===== config.mk =====
export PLATFORM = sky130hd
export DESIGN_NAME = umsl_modem_signal
export DESIGN_NICKNAME = d
export VERILOG_FILES = /design/src/hw/umsl_pkg.sv /design/src/hw/umsl_modem_signal.sv
export VERILOG_INCLUDE_DIRS = /design/src /design/src/hw
export SDC_FILE = /design/constraint.sdc
export NUM_CORES = 1
export LEC_CHECK = 0
export BUFFER_PORTS_ARGS = -buffer_cell sky130_fd_sc_hd__buf_2
export CORE_ASPECT_RATIO = 0.6
export CORE_MARGIN = 2
export CORE_UTILIZATION = 52
export CTS_CLUSTER_SIZE = 16
export DETAILED_ROUTE_END_ITERATION = 16
export GPL_ROUTABILITY_DRIVEN = 1
export PLACE_DENSITY = 0.75
export SYNTH_ARGS = -nofsm -noshare
export SYNTH_HDL_FRONTEND = slang
export SYNTH_SLANG_ARGS = --single-unit

===== constraint.sdc =====
create_clock -name sys_clk -period 4.2 [get_ports sys_clk]
set_input_delay 0.84 -clock sys_clk [delete_from_list [all_inputs] [get_ports sys_clk]]
set_output_delay 0.84 -clock sys_clk [all_outputs]
set_load 0.02 [all_outputs]

===== src/hw/umsl_defines.svh =====
`ifndef UMSL_DEFINES_SVH
`define UMSL_DEFINES_SVH

// Register byte offsets on the Avalon-MM slave
`define UMSL_OFS_MODEM_CTRL 5'h00
`define UMSL_OFS_MODEM_STAT 5'h04
`define UMSL_OFS_ISR 5'h08
`define UMSL_OFS_IMR 5'h0C
`define UMSL_OFS_DIV 5'h10
`define UMSL_OFS_TXD 5'h14
`define UMSL_OFS_RXD 5'h18

// Modem control field positions
`define UMSL_CTRL_RTS 1
`define UMSL_CTRL_LOOP 4
// Modem status field positions
`define UMSL_STAT_EDGE 2
`define UMSL_STAT_RING 6
// Interrupt status / mask field positions
`define UMSL_IRQ_MODEM 0
`define UMSL_IRQ_RXDONE 1
`define UMSL_IRQ_TXDONE 2
// Receive data word: valid flag position
`define UMSL_RXD_VALID 8
// Transmit data word: busy flag position
`define UMSL_TXD_BUSY 0

// Reset values
`define UMSL_CTRL_RST 8'h00
`define UMSL_IMR_RST 3'h0
`define UMSL_LINE_MARK 1'b1
`define UMSL_RING_IDLE 1'b1

// Line timing
`define UMSL_CLK_HZ 50000000
`define UMSL_BAUD 9600
`define UMSL_DATA_BITS 3'h7
`define UMSL_DIV_W 16

`endif


===== src/hw/umsl_pkg.sv =====
`default_nettype none
package umsl_pkg;
  // One Avalon-MM request as seen by the slave
  typedef struct packed {
    logic read;
    logic write;
    logic [4:0] address;
    logic [31:0] writedata;
  } umsl_av_req_t;

  // Events that can raise the interrupt
  typedef struct packed {
    logic txDone;
    logic rxDone;
    logic modem;
  } umsl_irq_t;

  // Serial frame sequencer states, shared by transmitter and receiver
  typedef enum logic [1:0] {
    UMSL_IDLE = 2'b00,
    UMSL_START = 2'b01,
    UMSL_DATA = 2'b10,
    UMSL_STOP = 2'b11
  } umsl_state_t;
endpackage
`default_nettype wire


===== src/hw/umsl_modem_signal.sv =====
// Behaviour
// - ring input is active low; low means the modem hears a ring.
// - modem status bit 6 reads as the inverse of the ring input.
// - modem status bit 2 sets on ring low-to-high since last status read; here an interrupt status read clears it too.
// - ring trailing-edge flag with modem-status interrupt enabled raises the interrupt.
// - modem control bit 1 high drives request-to-send low; zero returns it high.
// - reset forces request-to-send high, inactive.
// - loopback mode holds request-to-send inactive whatever the control bit says.
// - serial data from the line is accepted on the serial input pin.
// - after reset the serial output sits at marking level, logic 1.
//
// Chosen here: the Avalon-MM slave port and the placing of the registers.
`include "umsl_defines.svh"
`default_nettype none
module umsl_modem_signal
  import umsl_pkg::*;
#(
  parameter int BIT_CYCLES = `UMSL_CLK_HZ / `UMSL_BAUD
) (
  // Clock and reset
  input wire logic sys_clk,
  input wire logic arst_n,
  // Avalon-MM slave
  input wire logic [4:0] address,
  input wire logic read,
  input wire logic write,
  input wire logic [31:0] writedata,
  output logic [31:0] readdata,
  output logic waitrequest,
  // Modem and line pins
  input wire logic ringInd_n,
  input wire logic serialIn,
  output logic rts_n,
  output logic serialOut,
  // Interrupt
  output logic irq
);

  localparam logic [`UMSL_DIV_W-1:0] DIV_RST = BIT_CYCLES[`UMSL_DIV_W-1:0];

  // True on the last cycle of one bit period
  function automatic logic bitEnd(input logic [`UMSL_DIV_W-1:0] cnt,
                                  input logic [`UMSL_DIV_W-1:0] div);
    bitEnd = (cnt >= div - `UMSL_DIV_W'h1);
  endfunction

  // Zero-extend an interrupt group to a bus word
  function automatic logic [31:0] irqWord(input umsl_irq_t v);
    irqWord = {29'h0, v};
  endfunction

  umsl_av_req_t req;
  logic ackR_r;
  logic doWrite;
  logic doRead;
  logic [7:0] modemCtrl_r;
  logic [2:0] imr_r;
  logic [`UMSL_DIV_W-1:0] div_r;
  logic ringPrev_r;
  logic ringEdgeSet;
  umsl_irq_t isr_r;
  logic rdModemStat;
  logic rdIsr;
  logic loopMode;
  // Transmitter
  umsl_state_t txState_r;
  logic [`UMSL_DIV_W-1:0] txCnt_r;
  logic [2:0] txBit_r;
  logic [7:0] txShift_r;
  logic txLine_r;
  logic txStart;
  logic txDoneEv;
  // Receiver
  umsl_state_t rxState_r;
  logic [`UMSL_DIV_W-1:0] rxCnt_r;
  logic [2:0] rxBit_r;
  logic [7:0] rxShift_r;
  logic [7:0] rxData_r;
  logic rxValid_r;
  logic rxDoneEv;
  logic rxLine;
  logic rdRxd;

  // Gather the bus request into one carrier
  assign req.read = read;
  assign req.write = write;
  assign req.address = address;
  assign req.writedata = writedata;

  // One wait state: the answer is taken at the second edge of a request
  assign waitrequest = (req.read | req.write) & ~ackR_r;
  assign doWrite = req.write & ackR_r;
  assign doRead = req.read & ackR_r;

  always_ff @(posedge sys_clk or negedge arst_n) begin
    if (!arst_n) begin
      ackR_r <= 1'b0;
    end else begin
      ackR_r <= (req.read | req.write) & ~ackR_r;
    end
  end

  // Read data captured in the wait cycle, held through the answer edge
  always_ff @(posedge sys_clk or negedge arst_n) begin
    if (!arst_n) begin
      readdata <= 32'h0;
    end else if (req.read && !ackR_r) begin
      unique case (req.address)
        `UMSL_OFS_MODEM_CTRL: readdata <= {24'h0, modemCtrl_r};
        `UMSL_OFS_MODEM_STAT: begin
          readdata <= 32'h0;
          readdata[`UMSL_STAT_RING] <= ~ringInd_n;
          readdata[`UMSL_STAT_EDGE] <= isr_r.modem;
        end
        `UMSL_OFS_ISR: readdata <= irqWord(isr_r);
        `UMSL_OFS_IMR: readdata <= irqWord(imr_r);
        `UMSL_OFS_DIV: readdata <= {16'h0, div_r};
        `UMSL_OFS_TXD: begin
          readdata <= 32'h0;
          readdata[`UMSL_TXD_BUSY] <= (txState_r != UMSL_IDLE);
        end
        `UMSL_OFS_RXD: readdata <= {23'h0, rxValid_r, rxData_r};
        default: readdata <= 32'h0; // Unmapped reads as zero
      endcase
    end
  end

  // Modem control register; loopback lives in bit 4
  always_ff @(posedge sys_clk or negedge arst_n) begin
    if (!arst_n) begin
      modemCtrl_r <= `UMSL_CTRL_RST;
    end else if (doWrite && req.address == `UMSL_OFS_MODEM_CTRL) begin
      modemCtrl_r <= req.writedata[7:0];
    end
  end

  // Interrupt mask
  always_ff @(posedge sys_clk or negedge arst_n) begin
    if (!arst_n) begin
      imr_r <= `UMSL_IMR_RST;
    end else if (doWrite && req.address == `UMSL_OFS_IMR) begin
      imr_r <= req.writedata[2:0];
    end
  end

  // Bit period in clock cycles; zero would stall, so it is clamped to one
  always_ff @(posedge sys_clk or negedge arst_n) begin
    if (!arst_n) begin
      div_r <= DIV_RST;
    end else if (doWrite && req.address == `UMSL_OFS_DIV) begin
      div_r <= (req.writedata[15:0] == 16'h0) ? 16'h1 : req.writedata[15:0];
    end
  end

  assign loopMode = modemCtrl_r[`UMSL_CTRL_LOOP];

  // Ring input is active low, so its trailing edge is a rise
  always_ff @(posedge sys_clk or negedge arst_n) begin
    if (!arst_n) begin
      ringPrev_r <= `UMSL_RING_IDLE;
    end else begin
      ringPrev_r <= ringInd_n;
    end
  end
  assign ringEdgeSet = ~ringPrev_r & ringInd_n;

  // Sticky events; a read clears only the bits its captured word carried,
  // so an event landing between capture and answer is not lost; a set wins
  assign rdModemStat = doRead && req.address == `UMSL_OFS_MODEM_STAT;
  assign rdIsr = doRead && req.address == `UMSL_OFS_ISR;
  always_ff @(posedge sys_clk or negedge arst_n) begin
    if (!arst_n) begin
      isr_r <= '0;
    end else begin
      isr_r.modem <= ringEdgeSet | (isr_r.modem
        & ~(rdModemStat & readdata[`UMSL_STAT_EDGE])
        & ~(rdIsr & readdata[`UMSL_IRQ_MODEM]));
      isr_r.rxDone <= rxDoneEv | (isr_r.rxDone & ~(rdIsr & readdata[`UMSL_IRQ_RXDONE]));
      isr_r.txDone <= txDoneEv | (isr_r.txDone & ~(rdIsr & readdata[`UMSL_IRQ_TXDONE]));
    end
  end

  // Level interrupt; mask bit 0 is the modem-status enable
  assign irq = |(isr_r & imr_r);

  // Request-to-send; reset and loopback both keep it high
  always_ff @(posedge sys_clk or negedge arst_n) begin
    if (!arst_n) begin
      rts_n <= 1'b1;
    end else begin
      rts_n <= ~(modemCtrl_r[`UMSL_CTRL_RTS] & ~loopMode);
    end
  end

  // Transmitter: 8 data bits, no parity, one stop bit
  assign txStart = doWrite && req.address == `UMSL_OFS_TXD && txState_r == UMSL_IDLE;
  assign txDoneEv = txState_r == UMSL_STOP && bitEnd(txCnt_r, div_r);

  always_ff @(posedge sys_clk or negedge arst_n) begin
    if (!arst_n) begin
      txState_r <= UMSL_IDLE;
      txCnt_r <= '0;
      txBit_r <= 3'h0;
      txShift_r <= 8'h00;
      txLine_r <= `UMSL_LINE_MARK;
    end else begin
      txCnt_r <= bitEnd(txCnt_r, div_r) ? '0 : txCnt_r + `UMSL_DIV_W'h1;
      unique case (txState_r)
        UMSL_IDLE: begin
          txCnt_r <= '0;
          txLine_r <= `UMSL_LINE_MARK;
          if (txStart) begin
            txShift_r <= req.writedata[7:0];
            txLine_r <= 1'b0;
            txState_r <= UMSL_START;
          end
        end
        UMSL_START: begin
          if (bitEnd(txCnt_r, div_r)) begin
            txLine_r <= txShift_r[0];
            txBit_r <= 3'h0;
            txState_r <= UMSL_DATA;
          end
        end
        UMSL_DATA: begin
          if (bitEnd(txCnt_r, div_r)) begin
            if (txBit_r == `UMSL_DATA_BITS) begin
              txLine_r <= `UMSL_LINE_MARK;
              txState_r <= UMSL_STOP;
            end else begin
              txShift_r <= {1'b0, txShift_r[7:1]};
              txLine_r <= txShift_r[1];
              txBit_r <= txBit_r + 3'h1;
            end
          end
        end
        UMSL_STOP: begin
          if (bitEnd(txCnt_r, div_r)) begin
            txState_r <= UMSL_IDLE;
          end
        end
      endcase
    end
  end

  // Pin stays marking in loopback; the frame goes to the receiver instead
  always_ff @(posedge sys_clk or negedge arst_n) begin
    if (!arst_n) begin
      serialOut <= `UMSL_LINE_MARK;
    end else begin
      serialOut <= loopMode ? `UMSL_LINE_MARK : txLine_r;
    end
  end

  // Receiver source: the line pin, or the transmitter in loopback
  assign rxLine = loopMode ? txLine_r : serialIn;
  assign rxDoneEv = rxState_r == UMSL_STOP && bitEnd(rxCnt_r, div_r) && rxLine;
  assign rdRxd = doRead && req.address == `UMSL_OFS_RXD;

  // Receiver samples each bit at its middle; a low stop bit drops the frame
  always_ff @(posedge sys_clk or negedge arst_n) begin
    if (!arst_n) begin
      rxState_r <= UMSL_IDLE;
      rxCnt_r <= '0;
      rxBit_r <= 3'h0;
      rxShift_r <= 8'h00;
    end else begin
      rxCnt_r <= bitEnd(rxCnt_r, div_r) ? '0 : rxCnt_r + `UMSL_DIV_W'h1;
      unique case (rxState_r)
        UMSL_IDLE: begin
          // Start half a period in, so later samples land mid-bit
          rxCnt_r <= div_r >> 1;
          if (!rxLine) begin
            rxState_r <= UMSL_START;
          end
        end
        UMSL_START: begin
          if (bitEnd(rxCnt_r, div_r)) begin
            rxBit_r <= 3'h0;
            rxState_r <= rxLine ? UMSL_IDLE : UMSL_DATA; // Glitch rejected
          end
        end
        UMSL_DATA: begin
          if (bitEnd(rxCnt_r, div_r)) begin
            rxShift_r <= {rxLine, rxShift_r[7:1]};
            rxBit_r <= rxBit_r + 3'h1;
            if (rxBit_r == `UMSL_DATA_BITS) begin
              rxState_r <= UMSL_STOP;
            end
          end
        end
        UMSL_STOP: begin
          if (bitEnd(rxCnt_r, div_r)) begin
            rxState_r <= UMSL_IDLE;
          end
        end
      endcase
    end
  end

  // Received byte; an unread byte is overwritten by the next frame
  always_ff @(posedge sys_clk or negedge arst_n) begin
    if (!arst_n) begin
      rxData_r <= 8'h00;
      rxValid_r <= 1'b0;
    end else begin
      if (rxDoneEv) begin
        rxData_r <= rxShift_r;
      end
      rxValid_r <= rxDoneEv | (rxValid_r & ~(rdRxd & readdata[`UMSL_RXD_VALID]));
    end
  end

endmodule // umsl_modem_signal
`default_nettype wire


==> summary.md <==
| Metric | Value |
|---|---|
| Synth Instances | 642 |
| Ratio of cells with drive above 1 in the final layout | 0.258 |
| Port bufs | 46 |
| Synth Register Bits | 118 |
| Chip width | 150 um |
| Clk_lat worst skew | 0.42 ns |
| Buffers plus inverters on the worst setup path | 1 |
| Final ANT Viol Nets | 0 |
| Final hold vios | 0 |
| Yosys top cell area share | 0.412 |
| Max Clock Freq | 0.248 GHz |
| Most used cell, CP | or3_4 |
| Post-synth top area cell | dfrtp_1 |
| DR WL/cell | 18.8 um |
| CP Launch Type | register |
| Peak VDD IR | 0.000351 V |
| Total Routed Length | 16,600 um |
| FFs w/ async S/R, synth | 1.00 |
| Final min period | 4.04 ns |
| Slowest CP cell | or3_2 |
| Design Area, Final | 0.00771 sq mm |
| Post-synthesis sequential area ratio | 0.448 |
| GRT Resource Usage Total | 0.255 |
| TritonCTS clock tree | built |
| Worst EP arrival | 4.34 ns |
| Post-CTS Setup Inserts | 0 |
| Crit-path max FO | 10 |
| CTS Hold Bufs | 0 |
| First-pass GRT wire length | 27,000 um |
| YS warnings | 0 |
| Syn avg cell area | 10.3 sq um |
| Final Util | 0.631 |
| Power density cells | 608 mW/mm^2 |
| CTS sink cnt | 118 |
| Post-Layout Cell Count | 882 |
| Routed vias | 5,309 |
| CTS root buf | clkbuf_16 |
| Synth cell types | 60 |
| Final slew viol count | 0 |
| # H-tree levels | 4 |
| Status | finished, final reports clean |
| Detailed Routing Iterations Pass 1 | 7 |
| CP peak stage delay | 0.53 ns |
| Maxcap violations | 0 |
| Crit path cell chain | or3_2 -> or3_4 -> or3_4 -> buf_4 -> xor2_1 -> ha_1 -> and4_1 -> and3_1 -> a32oi_1 -> maj3_2 -> o21a_4 -> or3_1 -> o221a_2 |
| Worst setup EP type | register |
| Clock Tree Buf Depth | 2 |
| Unrepaired setup endpoints after global routing | false |
| Row count | 31 |
| Mapped cell area | 0.00661 sq mm |
| Slew HR | 0.210 |
| Final-report setup violation count | 0 |
| Commonest non-fill, non-tap cell in the layout | dfrtp_1 |
| Placed instance area | 0.00707 sq mm |
| Congestion Overflow GR | 0 |
| Slew @ Worst Pin | 1.18 ns |
| Placeable Area | 0.0122 sq mm |
| Final worst clock skew | 0.00812 ns |
| Placed insts | 850 |
| DIE AREA | 0.0137 sq mm |
| Largest net degree at the start of global routing | 77 |
| Via density | 6.02 |
| DP HPWL | 11,900 um |
| WP data required | 4.50 ns |
| Worst-path clk slew | 0.06 ns |
| Tot Pwr | 4.69 mW |
| Largest delay contributor family on the critical path | simple AND/OR/NAND/NOR gates |
| Synth-to-layout area growth | 16.6% |
| Most frequent cells in the layout | dfrtp_1, nand2_1, mux2_2, buf_2, o21ai_0 |
| Residual DRC | 0 |
| Fillers | 974 |
| Initial core utilization | 0.541 |
| Ant diodes | 0 |
| Detailed Route Iter0 Violations | 490 |
| Most area-consuming cells after synthesis | dfrtp_1, mux2_2, ha_1, nand2_1, dfstp_2 |
| Min-delay worst type | register to register |
| CP Class | register to register |
| Leak | 3.62 nW |
| Post-synth EDFFs | 0 |
| Tcrit/Tclk final | 0.961 |
| Routability cong. | 0.865 |
| Top_reg_cell synth | dfrtp_1 |
| Die H | 91.4 um |
| Cts bufs inserted | 17 |
| Antenna violations before repair | 0 |
| Io pins | 79 |
| Vias in the first global route | 5,199 |
| # nets final | 786 |
-- repair_timing --
action                                 in CTS  in global routing
cloned                                      0                  0
setup endpoints to repair                  12                 40
pin swaps                                   0                  1
endpoints found under the hold margin       0                  0
gates resized for setup                     5                  5
-- power by group --
| group | internal (mW) | switching (mW) | total, mW | leakage, nW |
|---|---|---|---|---|
| combinational | 0.683 | 0.837 | 1.52 | 1.81 |
| sequential | 1.40 | 0.268 | 1.67 | 1.53 |
| clock | 0.937 | 0.560 | 1.50 | 0.279 |
| total | 3.02 | 1.66 | 4.69 | 3.62 |
-- per-layer routing --
| metal | wire length (um) | track usage | vias up |
|---|---|---|---|
| met5 | 0 | 0 | - |
| met4 | 178 | 0.0651 | 0 |
| met3 | 1110 | 0.0503 | 24 |
| met2 | 7380 | 0.387 | 240 |
| met1 | 7930 | 0.375 | 2647 |
| li1 | - | - | 2398 |
-- worst reg2reg max path, cell delays in order, from the launching register on --
cell	delay, ns
dfrtp_1	0.37
or3_2	0.53
or3_4	0.41
or3_4	0.39
buf_4	0.14
xor2_1	0.15
ha_1	0.31
and4_1	0.21
and3_1	0.16
a32oi_1	0.10
maj3_2	0.39
o21a_4	0.26
or3_1	0.37
o221a_2	0.14
-- logic make-up after synthesis --
| family | share of synthesized area |
|---|---|
| simple gates | 0.156 |
| compound gates | 0.133 |
| flops | 0.448 |
| buf+inv | 0.0450 |
| mux | 0.0829 |
| xor+xnor | 0.0592 |
| fa+ha+maj | 0.0753 |
| other cells | 0.000567 |
-- registers in the layout (all words and copies together) (netlist names), 2 cells and up, named ones only --
register and flops:
rxShift_r 8, txBit_r 3, isr_r 3, div_r 16, txState_r 2, modemCtrl_r 8
rxData_r 8, readdata 16, txCnt_r 16, imr_r 3, rxCnt_r 16, txShift_r 8
rxBit_r 3
-- final cells by class --
type | count | area [sq um] | area share
Clock buffer | 18 | 429 | 0.0556
Clock inverter | 14 | 176 | 0.0229
Sequential cell | 118 | 2960 | 0.384
Timing Repair Buffer | 73 | 435 | 0.0565
Tap cell | 165 | 206 | 0.0268
Inverter | 15 | 56.3 | 0.00730
Multi-Input combinational cell | 479 | 3440 | 0.447
-- path summary, 6_finish.rpt --
check                                    startpoint                        to  slack (ns)  cells past startpoint
setup / recovery               div_r[0]$_DFFE_PN0P_  txShift_r[4]$_DFFE_PN0P_        0.16                     13
hold / removal             readdata[14]$_DFFE_PN0P_  readdata[14]$_DFFE_PN0P_        0.48                      2
setup reg to reg               div_r[0]$_DFFE_PN0P_  txShift_r[4]$_DFFE_PN0P_        0.16                     13
hold reg to reg            readdata[14]$_DFFE_PN0P_  readdata[14]$_DFFE_PN0P_        0.48                      2
max in group asynchronous                    arst_n      txCnt_r[8]$_DFF_PN0_        2.74                      2
min in group asynchronous                    arst_n    txBit_r[1]$_DFFE_PN0P_        0.56                      1
-- cells in the mapped netlist (all sizes together), types with 3 or more instances --
master  count
nand2      66
a22o       17
clkbuf     23
a221oi      6
or3        13
or2         9
and2        3
a21o       10
dfstp       9
nor2b       3
o221a       7
xor2       22
nor2       40
a21oi       8
inv        15
nand2b      9
ha         39
mux2i       3
dfrtp     109
a22oi       6
a31oi       3
xnor2      20
nor3       13
nand3      21
o21ai      46
buf        22
and3       10
mux2       46
nor4        8
nand4       8
-- through the flow --
stage	hold slack, ns	TNS (ns)	setup WS, ns
floorplan	0.397	0	0.0884
global placement	0.460	-0.519	-0.0726
detailed placement	0.472	-1.61	-0.172
CTS	0.485	0	0.0331
global route	0.521	0	0.0406
finish	0.479	0	0.162
Note: power is estimated with default switching activity, not from simulation.
